File: config.mk
export PLATFORM = sky130hd
export DESIGN_NAME = card_regs
export DESIGN_NICKNAME = d
export VERILOG_FILES = /design/src/rtl/card_pkg.sv /design/src/rtl/card_regs.sv
export VERILOG_INCLUDE_DIRS = /design/src /design/src/rtl
export SDC_FILE = /design/constraint.sdc
export NUM_CORES = 1
export LEC_CHECK = 0
export BUFFER_PORTS_ARGS = -buffer_cell sky130_fd_sc_hd__buf_4
export CAP_MARGIN = 30
export CORE_UTILIZATION = 29
export DETAILED_ROUTE_END_ITERATION = 10
export PLACE_DENSITY = 0.59
export SLEW_MARGIN = 20
export SYNTH_ARGS = -nofsm -noshare
export SYNTH_HDL_FRONTEND = slang
export SYNTH_SLANG_ARGS = --single-unit
File: constraint.sdc
create_clock -name clock -period 7.2 [get_ports clock]
set_clock_uncertainty 0.1 [all_clocks]
set_input_delay 1.44 -clock clock [delete_from_list [all_inputs] [get_ports clock]]
set_output_delay 1.44 -clock clock [all_outputs]
set_load 0.03 [all_outputs]
File: src/rtl/card_map.svh
// register offsets, field positions, masks and reset values for the adapter datapath
`ifndef CARD_MAP_SVH
`define CARD_MAP_SVH
`define CARD_DS_ADDR      4'h0
`define CARD_CS_ADDR      4'h1
`define CARD_BA_ADDR      4'h2
`define CARD_BC_ADDR      4'h3
`define CARD_OS_ADDR      4'h4
`define CARD_OR_ADDR      4'h5
`define CARD_ST_ADDR      4'h6
`define CARD_ZERO16       16'h0000
`define CARD_ZERO8        8'h00
`define CARD_ONES16       16'hffff
`define CARD_BIT_NXM      4'he
`define CARD_BIT_SELECTIVE_RESET_FLAG   4'hd
`define CARD_BIT_SYSTEM_RESET_FLAG   4'hc
`define CARD_BIT_DISC     4'hb
`define CARD_BIT_DEND     4'h7
`define CARD_BIT_PARITY_ERROR_FLAG    4'h5
`define CARD_BIT_SELREJ   4'h3
`define CARD_CS_FN_LO     4'h1
`define CARD_CS_GO        4'h0
`define CARD_CS_BUSY      4'h3
`define CARD_CS_DX        4'h4
`define CARD_CS_LOCK      4'hf
`define CARD_CS_MASK      16'h800e
`define CARD_DS_KEEP      16'h3808
`define CARD_OR_MASK      16'hfcff
`define CARD_INC1         16'h0001
`define CARD_INC2         16'h0002
`define CARD_FN_STATUS    2'h3
`endif

File: src/rtl/card_pkg.sv
// types for the adapter register datapath
package card_pkg;
  typedef enum logic [1:0] {
    CARD_BUS_IDLE = 2'h0,
    CARD_BUS_ACK  = 2'h1
  } card_bus_t;
endpackage

File: src/rtl/card_regs.sv
// register datapath of the channel adapter with a classic wishbone slave
// Behaviour
// - status flags set-only except bit 3, cleared by device reset or init except bits 13, 12, 11 and 3
// - bit 14 flags nonexistent memory on timeout
// - parity flag sets in phase 3 ts1
// - system reset direct-set; rejected flag clocked to zero
// - busy cleared only by host control write; function clears on device reset or init in phase 7
// - control clear from device reset or init
// - control bits load from host data when unlocked
// - maintenance clock: only function and go load
// - address counter loads the value plus one on the same edge
// - address adds two in phase 5 ts1
// - host write loads address bits 15 to 1
// - phase 1 loads shifted unit address ORed with offset
// - phase 2 loads pointer and command byte
// - phase 4 loads shifted table index
// - byte counter counts up from negative count
// - last byte sets device end and done
// - host low-byte write loads unit status byte
// - phase 1 ts2 status takes transfer low byte
// - phase 2 ts2 picks byte by command bit
// - phase 5 and 6 ts2 status byte sources
// - status nonzero during sequence or status function
// - offset writable off-line only, bits 9,8 unused
// - table index shifted left one into address
//
// Design decisions made here: register access over Wishbone and the placing of the registers.
`timescale 1ns/1ns
`include "card_map.svh"
module card_regs
  import card_pkg::*;
(
  input  wire logic        clock,
  input  wire logic        arst_n,
  input  wire logic        wb_cyc_i,
  input  wire logic        wb_stb_i,
  input  wire logic        wb_we_i,
  input  wire logic [5:0]  wb_adr_i,
  input  wire logic [3:0]  wb_sel_i,
  input  wire logic [31:0] wb_dat_i,
  output logic      [31:0] wb_dat_o,
  output logic             wb_ack_o,
  input  wire logic        device_reset,
  input  wire logic        bus_init,
  input  wire logic [2:0]  phase,
  input  wire logic        time_state_one,
  input  wire logic        time_state_two,
  input  wire logic        sync_flag,
  input  wire logic        transfer_request_pending,
  input  wire logic        transfer_granted,
  input  wire logic        bypass_flag,
  input  wire logic        parity_bad,
  input  wire logic        host_bus_timeout,
  input  wire logic        reset_system,
  input  wire logic        reset_selective,
  input  wire logic        reset_disconnect,
  input  wire logic        reject_set,
  input  wire logic        reject_clock,
  input  wire logic        phase7_clear_signal,
  input  wire logic        maint_clock_mode,
  input  wire logic        offline,
  input  wire logic        channel_initiated_sequence,
  input  wire logic        data_step_in,
  input  wire logic        data_step_out,
  input  wire logic [7:0]  unit_address_byte,
  input  wire logic [7:0]  bus_out,
  input  wire logic [15:0] transfer_data_register,
  input  wire logic [7:0]  table_entry_index,
  input  wire logic        unit_busy_set,
  output logic      [15:0] bus_address_counter,
  output logic      [7:0]  unit_status_byte,
  output logic             io_done_signal,
  output logic             status_nonzero,
  output logic      [1:0]  function_bits,
  output logic             go_bit
);
  card_bus_t   bus_reg;
  logic [15:0] device_status_register;
  logic [15:0] control_status_register;
  logic [15:0] byte_counter;
  logic [15:0] unit_offset_register;
  logic [7:0]  command_byte;
  logic [15:0] ba_next;
  logic [15:0] ds_set;
  logic [7:0]  us_next;
  logic [15:0] rd_mux;
  wire req       = wb_cyc_i & wb_stb_i & (bus_reg == CARD_BUS_IDLE);
  wire wr_lo     = req & wb_we_i & wb_sel_i[0];
  wire wr_hi     = req & wb_we_i & wb_sel_i[1];
  wire [3:0] ra  = wb_adr_i[5:2];
  wire locked    = control_status_register[`CARD_CS_LOCK];
  wire cs_wr     = wr_lo & wr_hi & (ra == `CARD_CS_ADDR) & ~locked;
  wire ba_wr     = wr_lo & wr_hi & (ra == `CARD_BA_ADDR) & ~locked;
  wire bc_wr     = wr_lo & wr_hi & (ra == `CARD_BC_ADDR);
  wire us_wr     = wr_lo & (ra == `CARD_OS_ADDR) & ~locked;
  wire or_wr     = wr_lo & wr_hi & (ra == `CARD_OR_ADDR) & offline;
  wire clr_all   = device_reset | bus_init;
  wire cs_clear  = clr_all;
  wire fn_clear  = cs_clear & phase7_clear_signal & time_state_one;
  wire ts1_p1    = time_state_one & (phase == 3'h1);
  wire ts1_p2    = time_state_one & (phase == 3'h2);
  wire ts1_p4    = time_state_one & (phase == 3'h4);
  wire ts1_p5    = time_state_one & (phase == 3'h5);
  wire ts2_p1    = time_state_two & (phase == 3'h1) & transfer_granted;
  wire ts2_p2    = time_state_two & (phase == 3'h2);
  wire ts2_p5    = time_state_two & (phase == 3'h5);
  wire ts2_p6    = time_state_two & (phase == 3'h6) & data_step_out;
  wire data_step = data_step_in | data_step_out;
  wire last_byte = data_step & (byte_counter == `CARD_ONES16);
  wire par_set   = time_state_one & (phase == 3'h3) & ~bypass_flag & parity_bad;
  wire ba_load   = ba_wr | ts1_p1 | ts1_p2 | ts1_p4;
  wire ba_plus2  = ts1_p5 & sync_flag & ~transfer_request_pending;
  wire [15:0] ua_shift = {7'h00, unit_address_byte, 1'b0};
  wire [15:0] tx_shift = {7'h00, table_entry_index, 1'b0};
  wire gated_ok  = ~maint_clock_mode;
  always_comb begin
    ba_next = bus_address_counter;
    if (ba_wr) begin
      ba_next = {wb_dat_i[15:1], 1'b0};
    end else if (ts1_p1) begin
      ba_next = ua_shift | unit_offset_register;
    end else if (ts1_p2) begin
      ba_next = {transfer_data_register[15:8], bus_out};
    end else if (ts1_p4) begin
      ba_next = tx_shift;
    end
  end
  always_comb begin
    ds_set = `CARD_ZERO16;
    ds_set[`CARD_BIT_NXM]    = host_bus_timeout;
    ds_set[`CARD_BIT_PARITY_ERROR_FLAG]  = par_set;
    ds_set[`CARD_BIT_DEND]   = last_byte;
    ds_set[`CARD_BIT_DISC]   = reset_disconnect;
    ds_set[`CARD_BIT_SYSTEM_RESET_FLAG] = reset_system;
    ds_set[`CARD_BIT_SELECTIVE_RESET_FLAG] = reset_selective;
  end
  always_comb begin
    us_next = unit_status_byte;
    if (us_wr) begin
      us_next = wb_dat_i[7:0];
    end else if (ts2_p1) begin
      us_next = transfer_data_register[7:0];
    end else if (ts2_p2) begin
      us_next = command_byte[0] ? transfer_data_register[15:8]
                                : transfer_data_register[7:0];
    end else if (ts2_p5) begin
      us_next = bus_out;
    end else if (ts2_p6) begin
      us_next = transfer_data_register[7:0];
    end
  end
  assign rd_mux = (ra == `CARD_DS_ADDR) ? device_status_register :
                  (ra == `CARD_CS_ADDR) ? control_status_register :
                  (ra == `CARD_BA_ADDR) ? bus_address_counter :
                  (ra == `CARD_BC_ADDR) ? byte_counter :
                  (ra == `CARD_OS_ADDR) ? {command_byte, unit_status_byte} :
                  (ra == `CARD_OR_ADDR) ? unit_offset_register : `CARD_ZERO16;
  assign status_nonzero = (|unit_status_byte) &
    (channel_initiated_sequence | (function_bits == `CARD_FN_STATUS));
  assign io_done_signal = device_status_register[`CARD_BIT_DEND];
  assign function_bits  = control_status_register[2:1];
  assign go_bit         = control_status_register[`CARD_CS_GO];
  always_ff @(posedge clock or negedge arst_n) begin
    if (!arst_n) begin
      bus_reg  <= CARD_BUS_IDLE;
      wb_ack_o <= 1'b0;
      wb_dat_o <= 32'h0000_0000;
    end else begin
      bus_reg  <= req ? CARD_BUS_ACK : CARD_BUS_IDLE;
      wb_ack_o <= req;
      wb_dat_o <= req ? {16'h0000, rd_mux} : wb_dat_o;
    end
  end
  always_ff @(posedge clock or negedge arst_n) begin
    if (!arst_n) begin
      device_status_register <= `CARD_ZERO16;
    end else begin
      device_status_register <= (clr_all ? (device_status_register & `CARD_DS_KEEP)
                                : device_status_register) | ds_set;
      if (reject_set) begin
        device_status_register[`CARD_BIT_SELREJ] <= 1'b1;
      end else if (reject_clock) begin
        device_status_register[`CARD_BIT_SELREJ] <= 1'b0;
      end
    end
  end
  always_ff @(posedge clock or negedge arst_n) begin
    if (!arst_n) begin
      control_status_register <= `CARD_ZERO16;
    end else begin
      if (cs_clear) begin
        control_status_register <= control_status_register & `CARD_CS_MASK;
        control_status_register[`CARD_CS_LOCK] <= 1'b0;
      end else if (cs_wr) begin
        control_status_register[2:0] <= wb_dat_i[2:0];
        if (gated_ok) begin
          control_status_register[15:3] <= wb_dat_i[15:3];
        end
      end
      if (fn_clear) begin
        control_status_register[2:1] <= 2'h0;
      end
      if (unit_busy_set) begin
        control_status_register[`CARD_CS_BUSY] <= 1'b1;
      end
      if (last_byte) begin
        control_status_register[`CARD_CS_DX] <= 1'b0;
      end
    end
  end
  always_ff @(posedge clock or negedge arst_n) begin
    if (!arst_n) begin
      bus_address_counter <= `CARD_ZERO16;
    end else if (device_reset) begin
      bus_address_counter <= `CARD_ZERO16;
    end else if (ba_load) begin
      bus_address_counter <= ba_next + `CARD_INC1;
    end else if (ba_plus2) begin
      bus_address_counter <= bus_address_counter + `CARD_INC2;
    end
  end
  always_ff @(posedge clock or negedge arst_n) begin
    if (!arst_n) begin
      byte_counter <= `CARD_ZERO16;
    end else if (device_reset) begin
      byte_counter <= `CARD_ZERO16;
    end else if (bc_wr) begin
      byte_counter <= wb_dat_i[15:0];
    end else if (data_step) begin
      byte_counter <= byte_counter + `CARD_INC1;
    end
  end
  always_ff @(posedge clock or negedge arst_n) begin
    if (!arst_n) begin
      unit_status_byte <= `CARD_ZERO8;
      command_byte     <= `CARD_ZERO8;
    end else if (device_reset) begin
      unit_status_byte <= `CARD_ZERO8;
      command_byte     <= `CARD_ZERO8;
    end else begin
      unit_status_byte <= us_next;
      command_byte     <= ts1_p2 ? bus_out : command_byte;
    end
  end
  always_ff @(posedge clock or negedge arst_n) begin
    if (!arst_n) begin
      unit_offset_register <= `CARD_ZERO16;
    end else if (clr_all) begin
      unit_offset_register <= `CARD_ZERO16;
    end else if (or_wr) begin
      unit_offset_register <= wb_dat_i[15:0] & `CARD_OR_MASK;
    end
  end
endmodule // card_regs

After elaboration in Yosys (flattened, before gate mapping)
Index checks and enable logic that the tools add are counted.
Storage, ports and cells
  input port bits: 112
  word-level logic and storage cells: 133
  output and inout port bits: 62
  flip-flop bits (word level): 114
Cells by class
  equal/unequal tests: 18
  $add $sub $neg: 3
  multiplexer cells: 37
  reduce and logical (&&, ||, !) cells: 16
  bitwise operators: 45
Operator list (count)
  $mux W16: 21
  $mux W8: 9
  $and A1 B1 Y1: 34
  $add A16 B1 Y16 const B: 2
  $add A16 B2 Y16 const B: 1
  $eq A16 B16 Y1 const B: 1
  $or A16 B15 Y16: 1
  $or A9 B16 Y16: 1
  $mux W13: 1
  $reduce_bool A2 Y1: 5
  $eq A3 B3 Y1 const B: 3
  $reduce_bool A3 Y1: 3
  $eq A4 B2 Y1 const B: 2
  $eq A4 B3 Y1 const B: 2
  $reduce_or A8 Y1: 1
  $eq A3 B2 Y1 const B: 2
  $ne A2 B1 Y1 const B: 3
  $or A1 B1 Y1: 6
  $reduce_and A2 Y1: 3
  $reduce_bool A6 Y1: 1
  $mux W1: 5
  $eq A4 B1 Y1 const B: 1
  $logic_not A4 Y1: 1
  $eq A3 B1 Y1 const B: 1
  7 further kinds: 9

Depth between registers and ports, before layout
  depth after elaboration: 12
  mapped depth: 14
  depth with buffers taken out: 11

Worst setup path before layout
No wires, ideal clock.
  path kind: input-to-reg
  start point: input port wb_adr_i[4]
  end point: register bus_address_counter[14]
  stages: 14
  data arrival time: 3738 ps
  path buffers: 4
  slack: 3236 ps
  cells stage by stage: buf_2 > nor3b_4 > and4_4 > buf_6 > buf_6 > buf_2 > nand2_1 > nand2_1 > ha_1 > and3_1 > a41oi_1 > nor4_2 > a21oi_1 > a311o_1
On the way
  word-level cells in the longest chain between the ends: 8
  elaborated cells on any way between the ends: 11
  those cells by class: 1 x add/sub; 1 x eq/ne; 3 x mux; 5 x bitwise; 1 x reduce/logical
Ends and longest elaborated chain
  start, declared: line card_regs.sv:38  | input wire logic [5:0] wb_adr_i,
  $eq A4 B2 Y1 (no source line) *
  $and A1 B1 Y1 * (2 in series): line card_regs.sv:93  | wire ba_wr = wr_lo & wr_hi & (ra == `CARD_BA_ADDR) & ~locked;
  parallel branches: the longest is 5 deep, another holds $add A16 B1 Y16
  end signal, assigned: line card_regs.sv:213  | bus_address_counter <= `CARD_ZERO16;
  end signal, assigned: line card_regs.sv:215  | bus_address_counter <= `CARD_ZERO16;
  end signal, assigned: line card_regs.sv:217  | bus_address_counter <= ba_next + `CARD_INC1;
  end, declared: line card_regs.sv:70  | output logic [15:0] bus_address_counter,
Mark *: on every way between the ends.
A chain may end at the register's enable or synchronous reset.

Worst setup path after layout
  start point: input port wb_adr_i[2]
  end point: register control_status_register[3]
On the way
  word-level cells in the longest chain between the ends: 5
Ends and longest elaborated chain
  $eq A4 B1 Y1 (no source line)
  $and A1 B1 Y1 (2 in series): line card_regs.sv:92  | wire cs_wr = wr_lo & wr_hi & (ra == `CARD_CS_ADDR) & ~locked;
  $reduce_bool A2 Y1 (no source line)
  $reduce_and A3 Y1 (no source line)
  end signal, assigned: line card_regs.sv:189  | control_status_register <= `CARD_ZERO16;
  end signal, assigned: line card_regs.sv:192  | control_status_register <= control_status_register & `CARD_CS_MASK;
  end signal, assigned: line card_regs.sv:197  | control_status_register[15:3] <= wb_dat_i[15:3];
  end, declared: line card_regs.sv:79  | logic [15:0] control_status_register;
Every way passes these cells.

==> results by stage <==
Detailed routing:
- The final layout contains routed wiring with a total length of 25960 um.
- After detailed routing, the number of remaining DRC violations is 0.
- In this run the remaining antenna-violating nets after routing total 0.
- The first detailed-routing pass took 5 iterations.
- The detailed router placed 6757 vias in this run.
- The detailed router's first-iteration violation count is 521.
- Dividing the detail-routed via count by the number of cells gives 5.516.
- In the final routed layout, each cell accounts on average for 21.19 um.

Global route:
- The wire length of the first global-routing pass is 39150 um.
- The number of global-route vias before repair came to 6356.
- The met2 track utilization from global routing is 34.84%.
- For this run the aggregate overflow at the end of global routing stands at 0.
- The total global routing track utilization is 21.66%.
- The routing layer with the top usage in global route is met2.
- The maximum number of pins on one net before global-route repair is 56.
- For met3 alone, demand over resource in global routing was 3.528%.
- The routing usage on met1 is 29.20%.
- The initial antenna violation count is 0.

Synth:
- The simple-gate portion of the synthesized area is 25.32%.
- The xor/xnor cell area share of the yosys netlist is 3.958%.
- The combinational family with the most area after synthesis is simple AND/OR/NAND/NOR gates.
- The share of flip-flops with an asynchronous set or reset is 100.0%.
- Counting flops and latches in the post-synthesis netlist gives 102.
- The post-synth design cell area is 0.006859 sq mm.
- Among all flip-flop cells after synthesis, the most frequent one is dfrtp_1.
- The mux contribution to synthesized area is 3.393%.
- The compound-cell area share of the yosys netlist is 22.82%.
- Counting flops with a built-in enable in the synthesized netlist gives 0.
- The synthesized instance count is 814.
- For this run, the number of Yosys warnings is 0.
- Of the synthesized area, sequential elements account for 37.21%.
- The count of different cell masters after synthesis is 81.
- Dividing the synthesized area by the synthesized cell count gives 8.426 sq um.
- After Yosys synthesis, full adders, half adders and majority gates account for 0.5472% of the synthesized area.

Finish:
- Relative to the synthesized area, the layout overhead comes to 20.28%.
- The ratio of cells with drive above 1 in the final layout is 20.07%.
- The net count reported at finish is 1022.
- The repair_antennas step left the layout with diodes totalling 0.
- Measured on the finished design, the core utilization comes to 36.00%.
- After routing the design area is 0.008250 sq mm.

STA:
- At the pin with the least slew margin, the transition time is 0.9048 ns.
- The share of the clock period used by the worst path after layout is 59.28%.
- The highest clock rate is 234.3 MHz.
- Measured against its own limit, the worst slew margin works out to 39.68%.
- The time the final worst path needs with I/O delays and setup is 4.268 ns.
- The final count of hold timing violations is 0.
- Setup repair after global routing left no endpoint under its margin.
- The post-route worst setup slack is 2.932 ns.
- The final setup violation count is 0.
- The total count of max-transition violations in the final report was 0.
- Setup total negative slack on the finished layout was measured at 0 ns.

Clocking:
- The later pin in the worst-skew pair is clocked with a latency of 0.36 ns.
- The clock transition at the registers of the reported paths is 0.07 ns.
- The number of CTS-inserted buffers is 9.
- The clock tree root buffer cell is clkbuf_16.
- The clock sink count is 102.
- No sink is reached through more buffers than the 2 on the longest clock path.
- The number of gates resized after CTS was 0.
- The number of H-tree branching levels is 3.
- TritonCTS built the clock tree.
- After clock tree synthesis, the flow added hold-fix buffers numbering 0.
- In this run the post-CTS setup repair buffer count came out at 0.

Pwr:
- The clock share of power is 35.1%.
- The worst IR drop on VDD is 0.00009300 V.
- The switching component of the power is 444.2 uW.
- Combinational cells account for 20.3% of the total power.
- Per report_power, the sequential group accounts for 44.6% of the total.
- The power density over the cells is 167.5 mW/mm^2.
- The design draws 1.382 mW.
- The cell-internal power is 937.5 uW.
- The fraction of power spent switching nets is 32.15%.
- In this run the static leakage power is 3.515 nW.

Critical path:
- The critical path endpoint category is a flop.
- In this run the register-to-register setup slack is 3.82 ns.
- STA puts the critical path data required time at 7.35 ns.
- The highest fanout seen on the critical path is 38.
- The critical path is of the in2reg type.
- The sort of element at the start of the critical path is an input port.
- The arrival time at the worst endpoint is 4.41 ns.

Floorplanning:
- The count of standard-cell rows is 55.
- The floorplan step set the die width to 155.8 um.
- In this run the count of I/O pins placed on the die edge is 174.
- The initial core utilization is 29.93%.
- The floorplan die height is 155.8 um.
- The placeable core area is 0.02292 sq mm.
- The die footprint is 0.02427 sq mm.

Placed design:
- At the end of routability-driven placement, the weighted congestion stood at 0.9428.
- Before CTS, the worst setup slack after placement is 2.641 ns.
- After legalization and detailed placement, the total HPWL measured 19440 um.
- Buffers placed on the I/O ports in this run total 137.
- Summing all placed instances gives a cell area of 0.007975 sq mm.

Run:
- Across the run, the number of max-cap violations was 0.

Outcome:
- The flow ran to the end, and the final reports show no timing, DRC or antenna violations.

Worst hold path:
- The worst hold path belongs to the class reg2reg.
## Yosys cell counts (5+ instances only)
cell / count / area, sq um
buf_1: 5 / 18.77
nor2b_1: 9 / 56.30
nand4_1: 14 / 87.58
a31oi_1: 5 / 31.28
mux2i_1: 21 / 210.2
a21o_1: 5 / 37.54
nand3_1: 22 / 110.1
nand2_1: 106 / 397.9
buf_6: 6 / 67.56
clkbuf_1: 33 / 123.9
nor4_1: 8 / 50.05
nor3_1: 21 / 105.1
or3_1: 9 / 56.30
dfrtp_1: 102 / 2552
o2111ai_1: 7 / 61.31
a211oi_1: 33 / 247.7
a21oi_1: 67 / 335.3
buf_2: 6 / 30.03
nor2_1: 93 / 349.1
a22o_1: 14 / 122.6
xnor2_1: 14 / 122.6
xor2_1: 17 / 148.9
o32ai_1: 10 / 87.58
or2_2: 7 / 43.79
buf_4: 23 / 172.7
o22ai_1: 16 / 100.1
and3_1: 6 / 37.54
a22oi_1: 6 / 45.04
a221oi_1: 6 / 52.55
o21ai_0: 23 / 115.1
inv_1: 10 / 37.54
and2_1: 10 / 62.56
## power groups by stage
stage | clock, mW | combinational, mW | sequential, mW
after floorplan | 0 | 0.139 | 0.640
after global placement | 0 | 0.276 | 0.627
after detailed placement | 0 | 0.278 | 0.627
after CTS | 0.485 | 0.279 | 0.616
after global routing | 0.509 | 0.302 | 0.618
final | 0.485 | 0.280 | 0.616
## through the flow
step                      cells  hold WS (ns)
final                      1225        0.3692
after global routing       1225        0.4002
after CTS                  1225        0.3786
after detailed placement   1209        0.3623
after global placement     1207        0.3583
after floorplan             829        0.3396
## kinds of logic (layout without fill, tap and decap cells)
logic type,Yosys count,count (layout)
fa+ha+maj,3,3
simple gates,343,343
xor+xnor,31,31
other cells,1,16
mux,23,23
buf+inv,85,168
compound gates,226,226
flops,102,102
## per-layer routing
metal	wire, um	up-vias	part of all wire, %
met2	12140	296	47
li1	-	3133	-
met4	726	0	2.8
met1	11320	3289	44
met5	0	-	0
met3	1773	39	6.8
## area by class of cell
cell class / instances / area, sq um
inverters: 11 / 41.29
multi-input cells: 642 / 3904
fillers: 2431 / 14670
clock buffers: 11 / 242.7
repair buffers: 141 / 1086
clock inverters: 5 / 32.53
flip-flops and latches: 102 / 2552
well taps: 313 / 391.6
## worst max-delay path, cell delays in order
cell     delay, ns
buf_4         0.41
nor2b_1       0.47
nand2_1       0.39
nor4_1        0.67
and3_1        0.62
nor2b_1       0.10
a211o_1       0.29
## final timing paths
path / startpoint / to / cells after the start
min: wb_dat_o[6] / wb_dat_o[6] / 2
max reg2reg: bus_reg[0] / bus_address_counter[14] / 10
max in group asynchronous: arst_n / unit_status_byte[6] / 3
min reg2reg: wb_dat_o[6] / wb_dat_o[6] / 2
min in group asynchronous: arst_n / device_status_register[3] / 1
max: wb_adr_i[2] / control_status_register[3] / 7
## layout by cell type, fill, tap and decap left out, drive strengths merged, types with 17 or more instances in the layout
cell,n
mux2i,21
buf,141
xor2,17
nand2,107
dfrtp,102
nand3,22
nor3,22
o21ai,24
a211oi,33
o22ai,17
a21oi,67
nor2,93
No activity file was read; power rests on OpenSTA's default activity.
